`src/pkg/pmcc_pkg.sv`:
```
// pmcc_pkg: register map, field layout and timing constants of the
// pll / master clock control block.
// assumes a 32-bit classic wishbone slave port and a 25 MHz system clock.
package pmcc_pkg;

  // register byte offsets
  localparam logic [7:0] PMCC_OFS_PLL_CONFIG  = 8'h2C;
  localparam logic [7:0] PMCC_OFS_MCK_CONFIG  = 8'h30;
  localparam logic [7:0] PMCC_OFS_AUX0_CONFIG = 8'h40;
  localparam logic [7:0] PMCC_OFS_IRQ_SET     = 8'h60;
  localparam logic [7:0] PMCC_OFS_IRQ_CLEAR   = 8'h64;
  localparam logic [7:0] PMCC_OFS_STATUS      = 8'h68;
  localparam logic [7:0] PMCC_OFS_IRQ_MASK    = 8'h6C;
  localparam logic [7:0] PMCC_OFS_OSC_CONTROL = 8'h20;
  localparam logic [7:0] PMCC_OFS_OSC_FREQ    = 8'h24;

  localparam int PMCC_AUX_COUNT = 3;

  // pll_config fields
  localparam int PMCC_PLL_DIV_LSB  = 0;
  localparam int PMCC_PLL_CNT_LSB  = 8;
  localparam int PMCC_PLL_OUT_LSB  = 14;
  localparam int PMCC_PLL_MUL_LSB  = 16;
  localparam int PMCC_PLL_USB_LSB  = 28;
  localparam logic [31:0] PMCC_PLL_MASK = 32'h37FF_FFFF;

  // source and scale fields of master and aux configs
  localparam int PMCC_SRC_LSB   = 0;
  localparam int PMCC_SCALE_LSB = 2;
  localparam logic [31:0] PMCC_CKSEL_MASK = 32'h0000_001F;

  // event bit layout shared by set, clear, status and mask
  localparam int PMCC_EV_OSC  = 0;
  localparam int PMCC_EV_LOCK = 2;
  localparam int PMCC_EV_MCK  = 3;
  localparam int PMCC_EV_AUX0 = 8;
  localparam logic [31:0] PMCC_EV_MASK = 32'h0000_070D;

  // osc frequency register layout
  localparam int PMCC_FREQ_VALID_BIT = 16;
  localparam int PMCC_FREQ_WINDOW    = 16;

  // osc control: enable bit and startup count
  localparam int PMCC_OSC_EN_BIT  = 0;
  localparam int PMCC_OSC_CNT_LSB = 8;
  localparam int PMCC_OSC_CNT_MUL = 8;

  // ready settle time, in clk cycles
  localparam int PMCC_CLK_MHZ       = 25;
  localparam int PMCC_SETTLE_NS     = 200;
  localparam int PMCC_SETTLE_CYCLES = (PMCC_SETTLE_NS * PMCC_CLK_MHZ + 999)
                                      / 1000;

  localparam logic [31:0] PMCC_RESET_ZERO = 32'h0000_0000;

  typedef enum logic [1:0] {
    PMCC_SRC_SLOW = 2'b00,
    PMCC_SRC_MAIN = 2'b01,
    PMCC_SRC_RSVD = 2'b10,
    PMCC_SRC_PLL  = 2'b11
  } pmcc_src_type;

  typedef struct packed {
    logic        cyc;
    logic        stb;
    logic        we;
    logic [3:0]  sel;
    logic [7:0]  adr;
    logic [31:0] dat;
  } pmcc_wb_req_type;

  typedef struct packed {
    logic        ack;
    logic [31:0] dat;
  } pmcc_wb_rsp_type;

endpackage : pmcc_pkg

```
`src/rtl/pmcc_clock_gate.sv`:
```
// pmcc_clock_gate: one selected, prescaled clock enable with a ready flag.
// assumes source ticks are one-cycle pulses in the clk domain.
`timescale 1ns/1ns
`default_nettype none
module pmcc_clock_gate (
  // clock and reset
  input  wire logic       clk,
  input  wire logic       resetn,
  // source ticks
  input  wire logic       slowTick,
  input  wire logic       mainTick,
  input  wire logic       pllTick,
  // configuration
  input  wire logic [1:0] sourceSelect,
  input  wire logic [2:0] scaleSelect,
  input  wire logic       configWrite,
  // outputs
  output logic            clockTick,
  output logic            ready
);
  import pmcc_pkg::*;

  logic       srcTick;
  logic [5:0] prescale;
  logic [5:0] scaleMax;
  logic [7:0] settle;

  always_comb begin
    case (pmcc_src_type'(sourceSelect))
      PMCC_SRC_SLOW: srcTick = slowTick;
      PMCC_SRC_MAIN: srcTick = mainTick;
      PMCC_SRC_PLL:  srcTick = pllTick;
      default:       srcTick = 1'b0;
    endcase
  end

  // divide by 2**scale; reserved code 111 stops the clock
  assign scaleMax = (scaleSelect == 3'b111) ? 6'h00
                  : 6'((7'h01 << scaleSelect) - 7'h01);

  always_ff @(posedge clk or negedge resetn) begin
    if (!resetn) begin
      prescale  <= 6'h00;
      clockTick <= 1'b0;
    end else begin
      clockTick <= 1'b0;
      if (configWrite) begin
        prescale <= 6'h00;
      end else if (srcTick && scaleSelect != 3'b111) begin
        if (prescale >= scaleMax) begin
          prescale  <= 6'h00;
          clockTick <= 1'b1;
        end else begin
          prescale <= prescale + 6'h01;
        end
      end
    end
  end

  // ready drops on a config write and returns once settled, unless source 10 or scale 111 is selected
  always_ff @(posedge clk or negedge resetn) begin
    if (!resetn) begin
      settle <= 8'h00;
      ready  <= 1'b0;
    end else if (configWrite) begin
      settle <= 8'(PMCC_SETTLE_CYCLES);
      ready  <= 1'b0;
    end else if (settle != 8'h00) begin
      settle <= settle - 8'h01;
    end else begin
      ready <= (sourceSelect != 2'b10) && (scaleSelect != 3'b111);
    end
  end

endmodule : pmcc_clock_gate
`default_nettype wire

```
`src/rtl/pmcc_clock_control.sv`:
```
// pmcc_clock_control: pll configuration, master clock and aux clock
// selection, event status and interrupt enables behind a wishbone slave.
// assumes slow and main oscillator clocks arrive as one-cycle tick pulses
// synchronous to clk (25 MHz, far faster than either).
//
// Functional notes
// frequency count valid reads 1 only when oscillator on and count done.
// input ratio 0 gives no clock, 1 passes through, 2..255 divides.
// after a pll_config write, count settle slow cycles before lock.
// feedback factor 0 stops pll; otherwise output is input times factor+1.
// usb ratio 00 passes, 01 halves, 10 quarters, 11 reserved.
// software must program output range to match pll frequency.
// master source 00 slow, 01 main, 11 pll, 10 reserved.
// master scale 000..110 divides by 1 to 64; 111 reserved.
// each aux output selects slow, main or pll the same way.
// each aux output divides by 1 to 64 per its scale code.
// writing 1 to enable-set bits enables; 0 leaves unchanged.
// writing 1 to enable-clear bits disables; 0 leaves unchanged.
// event bits: osc 0, lock 2, master 3, aux 8 to 10.
// osc stable flag reads 1 once oscillator has stabilized.
// lock flag reads 1 when pll is locked.
// master ready flag reads 1 when master clock is ready.
// each aux ready flag reads 1 when its output is ready.
// mask view shows 0 for enabled source, 1 for disabled.
// frequency count holds main cycles within 16 slow periods.
// interrupt output high while any enabled status flag is set.
// pll_config write clears lock before settle counting starts.
`timescale 1ns/1ns
`default_nettype none
module pmcc_clock_control (
  // clock and reset
  input  wire logic                      clk,
  input  wire logic                      resetn,
  // wishbone slave
  input  wire pmcc_pkg::pmcc_wb_req_type wbReq,
  output pmcc_pkg::pmcc_wb_rsp_type      wbRsp,
  // oscillator ticks
  input  wire logic                      slowTick,
  input  wire logic                      mainTick,
  // generated clock enables
  output logic                           pllTick,
  output logic                           usbTick,
  output logic                           masterTick,
  output logic [2:0]                     auxTick,
  // interrupt
  output logic                           pmcIrq
);
  import pmcc_pkg::*;

  logic [31:0] pllConfig;
  logic [31:0] masterConfig;
  logic [31:0] auxConfig [PMCC_AUX_COUNT];
  logic [31:0] oscControl;
  logic [31:0] irqEnable;
  logic [31:0] status;
  logic [5:0]  pllSettle;
  logic        pllLocked;
  logic        oscStable;
  logic [15:0] oscWait;
  logic [15:0] freqCount;
  logic [15:0] freqRun;
  logic [4:0]  freqSlow;
  logic        freqValid;
  logic [7:0]  divCount;
  logic        divTick;
  logic [10:0] mulCount;
  logic [1:0]  usbCount;
  logic        masterReady;
  logic [2:0]  auxReady;
  logic [2:0]  auxWrite;
  logic        masterWrite;
  logic        wbHit;
  logic        wbWrite;
  logic [31:0] wbData;
  logic [31:0] next_rdata;

  logic [7:0]  pllDiv;
  logic [10:0] pllMul;
  logic [1:0]  pllUsb;
  assign pllDiv = pllConfig[PMCC_PLL_DIV_LSB +: 8];
  assign pllMul = pllConfig[PMCC_PLL_MUL_LSB +: 11];
  assign pllUsb = pllConfig[PMCC_PLL_USB_LSB +: 2];

  // single-cycle ack; writes take effect at the acked edge
  assign wbHit   = wbReq.cyc && wbReq.stb && !wbRsp.ack;
  assign wbWrite = wbHit && wbReq.we;
  always_comb begin
    wbData = wbReq.dat;
    for (int i = 0; i < 4; i++) begin
      if (!wbReq.sel[i]) begin
        wbData[8*i +: 8] = 8'h00;
      end
    end
  end

  function automatic logic [31:0] mergeBytes(input logic [31:0] old,
                                             input logic [31:0] nw,
                                             input logic [3:0]  sel);
    logic [31:0] res;
    res = old;
    for (int i = 0; i < 4; i++) begin
      if (sel[i]) begin
        res[8*i +: 8] = nw[8*i +: 8];
      end
    end
    return res;
  endfunction : mergeBytes

  logic pllWrite;
  assign pllWrite    = wbWrite && wbReq.adr == PMCC_OFS_PLL_CONFIG;
  assign masterWrite = wbWrite && wbReq.adr == PMCC_OFS_MCK_CONFIG;

  // the range field is only stored; choosing the band
  // is left to software
  always_ff @(posedge clk or negedge resetn) begin
    if (!resetn) begin
      pllConfig <= PMCC_RESET_ZERO;
    end else if (pllWrite) begin
      pllConfig <= mergeBytes(pllConfig, wbReq.dat, wbReq.sel)
                   & PMCC_PLL_MASK;
    end
  end

  always_ff @(posedge clk or negedge resetn) begin
    if (!resetn) begin
      masterConfig <= PMCC_RESET_ZERO;
    end else if (masterWrite) begin
      masterConfig <= mergeBytes(masterConfig, wbReq.dat, wbReq.sel)
                      & PMCC_CKSEL_MASK;
    end
  end

  always_ff @(posedge clk or negedge resetn) begin
    if (!resetn) begin
      oscControl <= PMCC_RESET_ZERO;
    end else if (wbWrite && wbReq.adr == PMCC_OFS_OSC_CONTROL) begin
      oscControl <= mergeBytes(oscControl, wbReq.dat, wbReq.sel)
                    & 32'h0000_FF01;
    end
  end

  generate
    for (genvar g = 0; g < PMCC_AUX_COUNT; g++) begin : gAux
      assign auxWrite[g] = wbWrite
        && wbReq.adr == PMCC_OFS_AUX0_CONFIG + 8'(4 * g);
      always_ff @(posedge clk or negedge resetn) begin
        if (!resetn) begin
          auxConfig[g] <= PMCC_RESET_ZERO;
        end else if (auxWrite[g]) begin
          auxConfig[g] <= mergeBytes(auxConfig[g], wbReq.dat, wbReq.sel)
                          & PMCC_CKSEL_MASK;
        end
      end
      pmcc_clock_gate uAuxGate (
        .clk          (clk),
        .resetn       (resetn),
        .slowTick     (slowTick),
        .mainTick     (mainTick),
        .pllTick      (pllTick),
        .sourceSelect (auxConfig[g][PMCC_SRC_LSB +: 2]),
        .scaleSelect  (auxConfig[g][PMCC_SCALE_LSB +: 3]),
        .configWrite  (auxWrite[g]),
        .clockTick    (auxTick[g]),
        .ready        (auxReady[g])
      );
    end
  endgenerate

  pmcc_clock_gate uMasterGate (
    .clk          (clk),
    .resetn       (resetn),
    .slowTick     (slowTick),
    .mainTick     (mainTick),
    .pllTick      (pllTick),
    .sourceSelect (masterConfig[PMCC_SRC_LSB +: 2]),
    .scaleSelect  (masterConfig[PMCC_SCALE_LSB +: 3]),
    .configWrite  (masterWrite),
    .clockTick    (masterTick),
    .ready        (masterReady)
  );

  // interrupt enables: set wins over clear when both hit one bit
  always_ff @(posedge clk or negedge resetn) begin
    if (!resetn) begin
      irqEnable <= PMCC_RESET_ZERO;
    end else if (wbWrite && wbReq.adr == PMCC_OFS_IRQ_SET) begin
      irqEnable <= irqEnable | (wbData & PMCC_EV_MASK);
    end else if (wbWrite && wbReq.adr == PMCC_OFS_IRQ_CLEAR) begin
      irqEnable <= irqEnable & ~(wbData & PMCC_EV_MASK);
    end
  end

  // oscillator startup: enable bit, count in units of 8 slow cycles
  always_ff @(posedge clk or negedge resetn) begin
    if (!resetn) begin
      oscWait   <= 16'h0000;
      oscStable <= 1'b0;
    end else if (!oscControl[PMCC_OSC_EN_BIT]) begin
      oscWait   <= 16'h0000;
      oscStable <= 1'b0;
    end else if (!oscStable && slowTick) begin
      if (oscWait >= 16'(oscControl[PMCC_OSC_CNT_LSB +: 8]
                         * PMCC_OSC_CNT_MUL)) begin
        oscStable <= 1'b1;
      end else begin
        oscWait <= oscWait + 16'h0001;
      end
    end
  end

  // frequency measurement over 16 slow periods after the osc is stable
  always_ff @(posedge clk or negedge resetn) begin
    if (!resetn) begin
      freqRun   <= 16'h0000;
      freqSlow  <= 5'h00;
      freqCount <= 16'h0000;
      freqValid <= 1'b0;
    end else if (!oscStable) begin
      freqRun   <= 16'h0000;
      freqSlow  <= 5'h00;
      freqValid <= 1'b0;
    end else if (!freqValid) begin
      if (freqSlow == 5'(PMCC_FREQ_WINDOW) && slowTick) begin
        freqCount <= freqRun;
        freqValid <= 1'b1;
      end else begin
        if (slowTick) begin
          freqSlow <= freqSlow + 5'h01;
        end
        if (mainTick && freqSlow != 5'h00) begin
          freqRun <= freqRun + 16'h0001;
        end
      end
    end
  end

  // input divider: 0 stops, 1 bypasses, n divides by n
  always_ff @(posedge clk or negedge resetn) begin
    if (!resetn) begin
      divCount <= 8'h00;
      divTick  <= 1'b0;
    end else begin
      divTick <= 1'b0;
      if (pllWrite || pllDiv == 8'h00) begin
        divCount <= 8'h00;
      end else if (mainTick) begin
        if (divCount >= pllDiv - 8'h01) begin
          divCount <= 8'h00;
          divTick  <= 1'b1;
        end else begin
          divCount <= divCount + 8'h01;
        end
      end
    end
  end

  // pll model: factor+1 output ticks per input tick, spread over the
  // following clk cycles; factor 0 stops it
  always_ff @(posedge clk or negedge resetn) begin
    if (!resetn) begin
      mulCount <= 11'h000;
      pllTick  <= 1'b0;
    end else if (pllMul == 11'h000 || !pllLocked) begin
      mulCount <= 11'h000;
      pllTick  <= 1'b0;
    end else if (divTick) begin
      mulCount <= pllMul;
      pllTick  <= 1'b1;
    end else if (mulCount != 11'h000) begin
      mulCount <= mulCount - 11'h001;
      pllTick  <= 1'b1;
    end else begin
      pllTick <= 1'b0;
    end
  end

  // usb divider off the pll ticks; 11 yields no clock
  always_ff @(posedge clk or negedge resetn) begin
    if (!resetn) begin
      usbCount <= 2'b00;
      usbTick  <= 1'b0;
    end else begin
      usbTick <= 1'b0;
      if (pllTick && pllUsb != 2'b11) begin
        if (usbCount >= 2'((3'b001 << pllUsb) - 3'b001)) begin
          usbCount <= 2'b00;
          usbTick  <= 1'b1;
        end else begin
          usbCount <= usbCount + 2'b01;
        end
      end
    end
  end

  // lock: cleared by each config write, then wait the settle count
  always_ff @(posedge clk or negedge resetn) begin
    if (!resetn) begin
      pllSettle <= 6'h00;
      pllLocked <= 1'b0;
    end else if (pllWrite) begin
      pllSettle <= wbData[PMCC_PLL_CNT_LSB +: 6];
      pllLocked <= 1'b0;
    end else if (!pllLocked && pllMul != 11'h000) begin
      if (pllSettle == 6'h00) begin
        pllLocked <= 1'b1;
      end else if (slowTick) begin
        pllSettle <= pllSettle - 6'h01;
      end
    end
  end

  always_comb begin
    status = PMCC_RESET_ZERO;
    status[PMCC_EV_OSC]  = oscStable;
    status[PMCC_EV_LOCK] = pllLocked;
    status[PMCC_EV_MCK]  = masterReady;
    status[PMCC_EV_AUX0 +: PMCC_AUX_COUNT] = auxReady;
  end

  always_ff @(posedge clk or negedge resetn) begin
    if (!resetn) begin
      pmcIrq <= 1'b0;
    end else begin
      pmcIrq <= |(status & irqEnable);
    end
  end

  // read mux; unmapped and write-only offsets read as zero
  always_comb begin
    next_rdata = PMCC_RESET_ZERO;
    if (wbReq.adr == PMCC_OFS_PLL_CONFIG) begin
      next_rdata = pllConfig;
    end else if (wbReq.adr == PMCC_OFS_MCK_CONFIG) begin
      next_rdata = masterConfig;
    end else if (wbReq.adr == PMCC_OFS_AUX0_CONFIG) begin
      next_rdata = auxConfig[0];
    end else if (wbReq.adr == PMCC_OFS_AUX0_CONFIG + 8'h04) begin
      next_rdata = auxConfig[1];
    end else if (wbReq.adr == PMCC_OFS_AUX0_CONFIG + 8'h08) begin
      next_rdata = auxConfig[2];
    end else if (wbReq.adr == PMCC_OFS_OSC_CONTROL) begin
      next_rdata = oscControl;
    end else if (wbReq.adr == PMCC_OFS_OSC_FREQ) begin
      next_rdata[15:0] = freqCount;
      next_rdata[PMCC_FREQ_VALID_BIT] = freqValid;
    end else if (wbReq.adr == PMCC_OFS_STATUS) begin
      next_rdata = status;
    end else if (wbReq.adr == PMCC_OFS_IRQ_MASK) begin
      next_rdata = ~irqEnable & PMCC_EV_MASK;
    end
  end

  always_ff @(posedge clk or negedge resetn) begin
    if (!resetn) begin
      wbRsp <= '0;
    end else begin
      wbRsp.ack <= wbHit;
      wbRsp.dat <= (wbHit && !wbReq.we) ? next_rdata : PMCC_RESET_ZERO;
    end
  end

endmodule : pmcc_clock_control
`default_nettype wire

```
`config.mk`:
```
export PLATFORM = sky130hd
export DESIGN_NAME = pmcc_clock_control
export DESIGN_NICKNAME = d
export VERILOG_FILES = /design/src/pkg/pmcc_pkg.sv /design/src/rtl/pmcc_clock_gate.sv /design/src/rtl/pmcc_clock_control.sv
export SDC_FILE = /design/constraint.sdc
export NUM_CORES = 1
export LEC_CHECK = 0
export ABC_AREA = 1
export BUFFER_PORTS_ARGS = -buffer_cell sky130_fd_sc_hd__clkbuf_2
export CAP_MARGIN = 30
export CORE_MARGIN = 2
export CORE_UTILIZATION = 61
export DETAILED_ROUTE_END_ITERATION = 8
export MAX_ROUTING_LAYER = met4
export PLACE_DENSITY = 0.81
export REMOVE_ABC_BUFFERS = 1
export SYNTH_ARGS = -nofsm -noshare
export SYNTH_HDL_FRONTEND = slang
export SYNTH_SLANG_ARGS = --single-unit
```
`constraint.sdc`:
```
create_clock -name clk -period 2.7 [get_ports clk]
set_input_delay 0.27 -clock clk [delete_from_list [all_inputs] [get_ports clk]]
set_output_delay 0.27 -clock clk [all_outputs]
set_load 0.02 [all_outputs]
```
==> flow_summary_export.csv <==
group,metric,value,unit
outcome,status,"completed",
clock_network,cts_buffer_depth,3,
floorplan,rows,54,
worst_setup_path,reg2reg_depth,13,
synthesis,seq_area_frac_synth,0.454,
worst_setup_path,crit_required,3160,ps
power,powerDensity,649,nW/um^2
sta,hold_viol_final,0,
routing,drt_first_pass_iters,7,
sta,post-route-period-util,0.941,
placed_design,portBuffers,84,
layout,drive_above_1_share,0.128,
worst_setup_path,cp_top_family,"simple AND/OR/NAND/NOR gates",
placed_design,placed_cells,2013,
layout,finalInstanceArea,15400,sq um
power,power.switching,2.94,mW
layout,n_antenna_cell,0,
floorplan,start_util,0.620,
min_path,worstHoldStart,"wbReq[15]",
clock_network,cts_max_level,1,
placed_design,hpwl,23300,microns
power,p_int,7.08,mW
placed_design,gp_congestion,0.991,
worst_setup_path,r2r_setup_slack,160,ps
power,ir_drop,0.620,mV
power,p_comb_frac,0.173,
sta,setup_viol,0,
power,power,10.0,mW
worst_setup_path,end_kind,"register",
worst_setup_path,crit_type,"register to register",
sta,min_period,2540,ps
floorplan,die_w,153,microns
worst_setup_path,path_depth,13,
worst_setup_path,r2r_end,"uMasterGate.prescale[3]$_DFFE_PN0P_",
sta,skew,8.60,ps
global_routing,antenna_found_initial,0,
power,sequentialPowerShare,0.443,
worst_setup_path,crit_chain,"nor2_1 > nand2_1 > ha_1 > or2_2 > nand3_1 > ha_1 > nand2_1 > nor2_1 > o21ai_0 > o211ai_1 > nor2_1 > nand4_1 > o21ai_1",
layout,n_fill_cell,1664,
worst_setup_path,arrival,3000,ps
flow_run,cap_violations,0,
worst_setup_path,cp-start-kind,"register",
worst_setup_path,cp_max_fo,7,
power,sw_frac_of_total,0.293,
layout,area_delta_synth_final,14.5,%
synthesis,synth-seq-cells,245,
global_routing,track_usage,0.292,
sta,setup_slack,159,ps
clock_network,clock_latency,540,ps
routing,drcViolationCount,0,
clock_network,numCtsBuffers,28,
power,p_leak,7.69,nW
global_routing,grt_max_degree,89,
sta,fmax,394,MHz
synthesis,synth_area_leader_cell,"dfrtp_1",
routing,vias,11824,
placed_design,dpl_worst_slack,116,ps
routing,wirelength,33000,microns
synthesis,yosysMostFrequentCell,"nand2_1",
worst_setup_path,max_stage_delay,450,ps
global_routing,grt_pass1_vias,11297,
sta,relSlewSlack,0.515,
worst_setup_path,r2r_start,"masterConfig[2]$_DFFE_PN0P_",
synthesis,synth_common_cells,"nand2_1, dfrtp_1, inv_1",
floorplan,io_pins,91,
routing,post_drt_wl_per_cell,15.8,microns
worst_setup_path,worst_path_most_repeated_cell,"nor2_1",
power,p_clk_frac,0.384,
routing,vias_per_cell,5.65,
synthesis,yosys_warnings,0,
synthesis,synthArstFlopShare,1.00,
min_path,min_path_cells,3,
floorplan,coreArea,21800,sq um
synthesis,ys.flop_type,"dfrtp_1",
worst_setup_path,crit_buf_inv,0,
routing,dr.first_iter.drc_count,972,
placed_design,dpl_cell_area,14200,sq um
worst_setup_path,cp_slowest_cell,"dfrtp_2",
min_path,holdPathEnd,"oscControl[15]$_DFFE_PN0P_",
synthesis,ys_top_cells_by_area,"dfrtp_1, nand2_1, ha_1, inv_1, nor2_1",
synthesis,yosys.area.top_type_share,0.454,
sta,drv_slew,0,
clock_network,cts_tree,"built",
clock_network,path_clk_slew,60,ps
synthesis,synthCells,1668,
synthesis,syn_area_per_cell,8.09,sq um
global_routing,grt_overflow_total,0,
clock_network,root_buffer,"clkbuf_16",
global_routing,grt_pass1_wl,54800,microns
clock_network,clock-sinks,245,
floorplan,fp.dieH,153,microns
floorplan,die_area,23300,sq um
synthesis,ys_types,50,
sta,tns,0,ps
layout,instances_no_fill,2091,
synthesis,synth-edff-count,0,
sta,tightest_slew,722,ps
synthesis,syn_area,13500,sq um
layout,layout.nets,1909,
min_path,hp-class,"primary input to register",
routing,postRouteAntennaNets,0,
final cells by class:
class | count | area [sq um] | share of cell area
Multi-Input combinational cell | 1147 | 6280 | 0.407
Sequential cell | 245 | 6140 | 0.397
Inverter | 242 | 911 | 0.0590
Clock buffer | 37 | 816 | 0.0528
Timing Repair Buffer | 125 | 816 | 0.0528
Tap cell | 280 | 350 | 0.0227
Clock inverter | 15 | 134 | 0.00867
per-layer routing:
layer,track usage,wire length [microns],vias to the layer above
met5,-,0,-
met4,0.101,1060,0
met3,0.0350,1780,76
met2,0.474,15800,367
met1,0.384,14400,5681
li1,-,-,5700
worst register-to-register path, cell delays in order, from the launching register on:
cell and delay [ps]:
dfrtp_2 450, nor2_1 140, nand2_1 70, ha_1 220
or2_2 300, nand3_1 80, ha_1 230, nand2_1 110
nor2_1 50, o21ai_0 70, o211ai_1 110, nor2_1 150
nand4_1 270, o21ai_1 220
power groups by stage:
| stage | Combinational, mW | Clock, mW | Sequential (mW) |
|---|---|---|---|
| CTS | 1.72 | 3.89 | 4.43 |
| global route | 1.99 | 4.04 | 4.49 |
| finish | 1.73 | 3.85 | 4.44 |
| floorplan | 1.24 | 0 | 4.41 |
| global placement | 1.58 | 0 | 4.47 |
| detailed placement | 1.67 | 0 | 4.48 |
through the flow:
stage                     hold slack (ps)  utilization
after floorplan                     -25.6            -
after global placement                320        0.654
after detailed placement              320        0.654
after CTS                            4.52        0.707
after global routing                 27.3        0.710
final                                23.5        0.710
state kept, by name, indices dropped and copies added (netlist names), 2 cells and up, named ones only:
name                     cells
wbRsp                       30
pllConfig                   29
gAux.uAuxGate.settle        24
gAux.uAuxGate.prescale      18
freqCount                   16
freqRun                     16
oscWait                     16
auxConfig                   15
mulCount                    11
oscControl                   9
divCount                     8
uMasterGate.settle           8
pllSettle                    6
uMasterGate.prescale         6
freqSlow                     5
masterConfig                 5
gAux.uAuxGate.clockTick      3
gAux.uAuxGate.ready          3
usbCount                     2
cell families (layout without fill, tap and decap cells):
| kind of cell | after synthesis | in the layout | share of synthesized area |
|---|---|---|---|
| muxes | 6 | 6 | 0.00501 |
| and+or+nand+nor | 708 | 708 | 0.233 |
| buffers and inverters | 278 | 419 | 0.0823 |
| other | 1 | 3 | 0.000278 |
| xor gates and xnor gates | 59 | 59 | 0.0383 |
| AOI/OAI and AO/OA | 302 | 302 | 0.123 |
| adders and majority gates | 69 | 69 | 0.0640 |
| DFF | 245 | 245 | 0.454 |
repair_timing:
item | CTS | global route
hold endpoints to repair | 103 | 0
endpoints found under the setup margin | 0 | 28
buffers inserted | 0 | 5
hold buffers | 21 | 0
resized for setup | 0 | 12
worst max path at each step:
stage                                startpoint                                       end  slack (ps)
CTS                   auxConfig[35]$_DFFE_PN0P_  gAux[1].uAuxGate.prescale[2]$_DFFE_PN0P_         120
floorplan             auxConfig[67]$_DFFE_PN0P_  gAux[0].uAuxGate.prescale[0]$_DFFE_PN0P_         360
global placement      auxConfig[67]$_DFFE_PN0P_  gAux[0].uAuxGate.prescale[0]$_DFFE_PN0P_         220
detailed placement    auxConfig[35]$_DFFE_PN0P_  gAux[1].uAuxGate.prescale[2]$_DFFE_PN0P_         120
finish              masterConfig[2]$_DFFE_PN0P_       uMasterGate.prescale[3]$_DFFE_PN0P_         160
global route          auxConfig[35]$_DFFE_PN0P_  gAux[1].uAuxGate.prescale[0]$_DFFE_PN0P_         -50
layout by cell type, fill, tap and decap left out, types with 18 or more instances in the layout:
master	Yosys	layout
o21ai_0	107	106
dlygate4sd3_1	0	21
nand4_1	25	25
buf_4	8	18
o21ai_1	57	58
ha_1	69	69
nand3_1	102	101
o22ai_1	29	29
nor2_1	144	142
clkbuf_2	0	83
nor3_1	46	46
nand2_1	332	332
clkbuf_16	0	29
dfrtp_1	245	240
xor2_1	43	43
a21oi_1	74	74
inv_1	223	222
No activity file was read; power rests on OpenSTA's default activity.
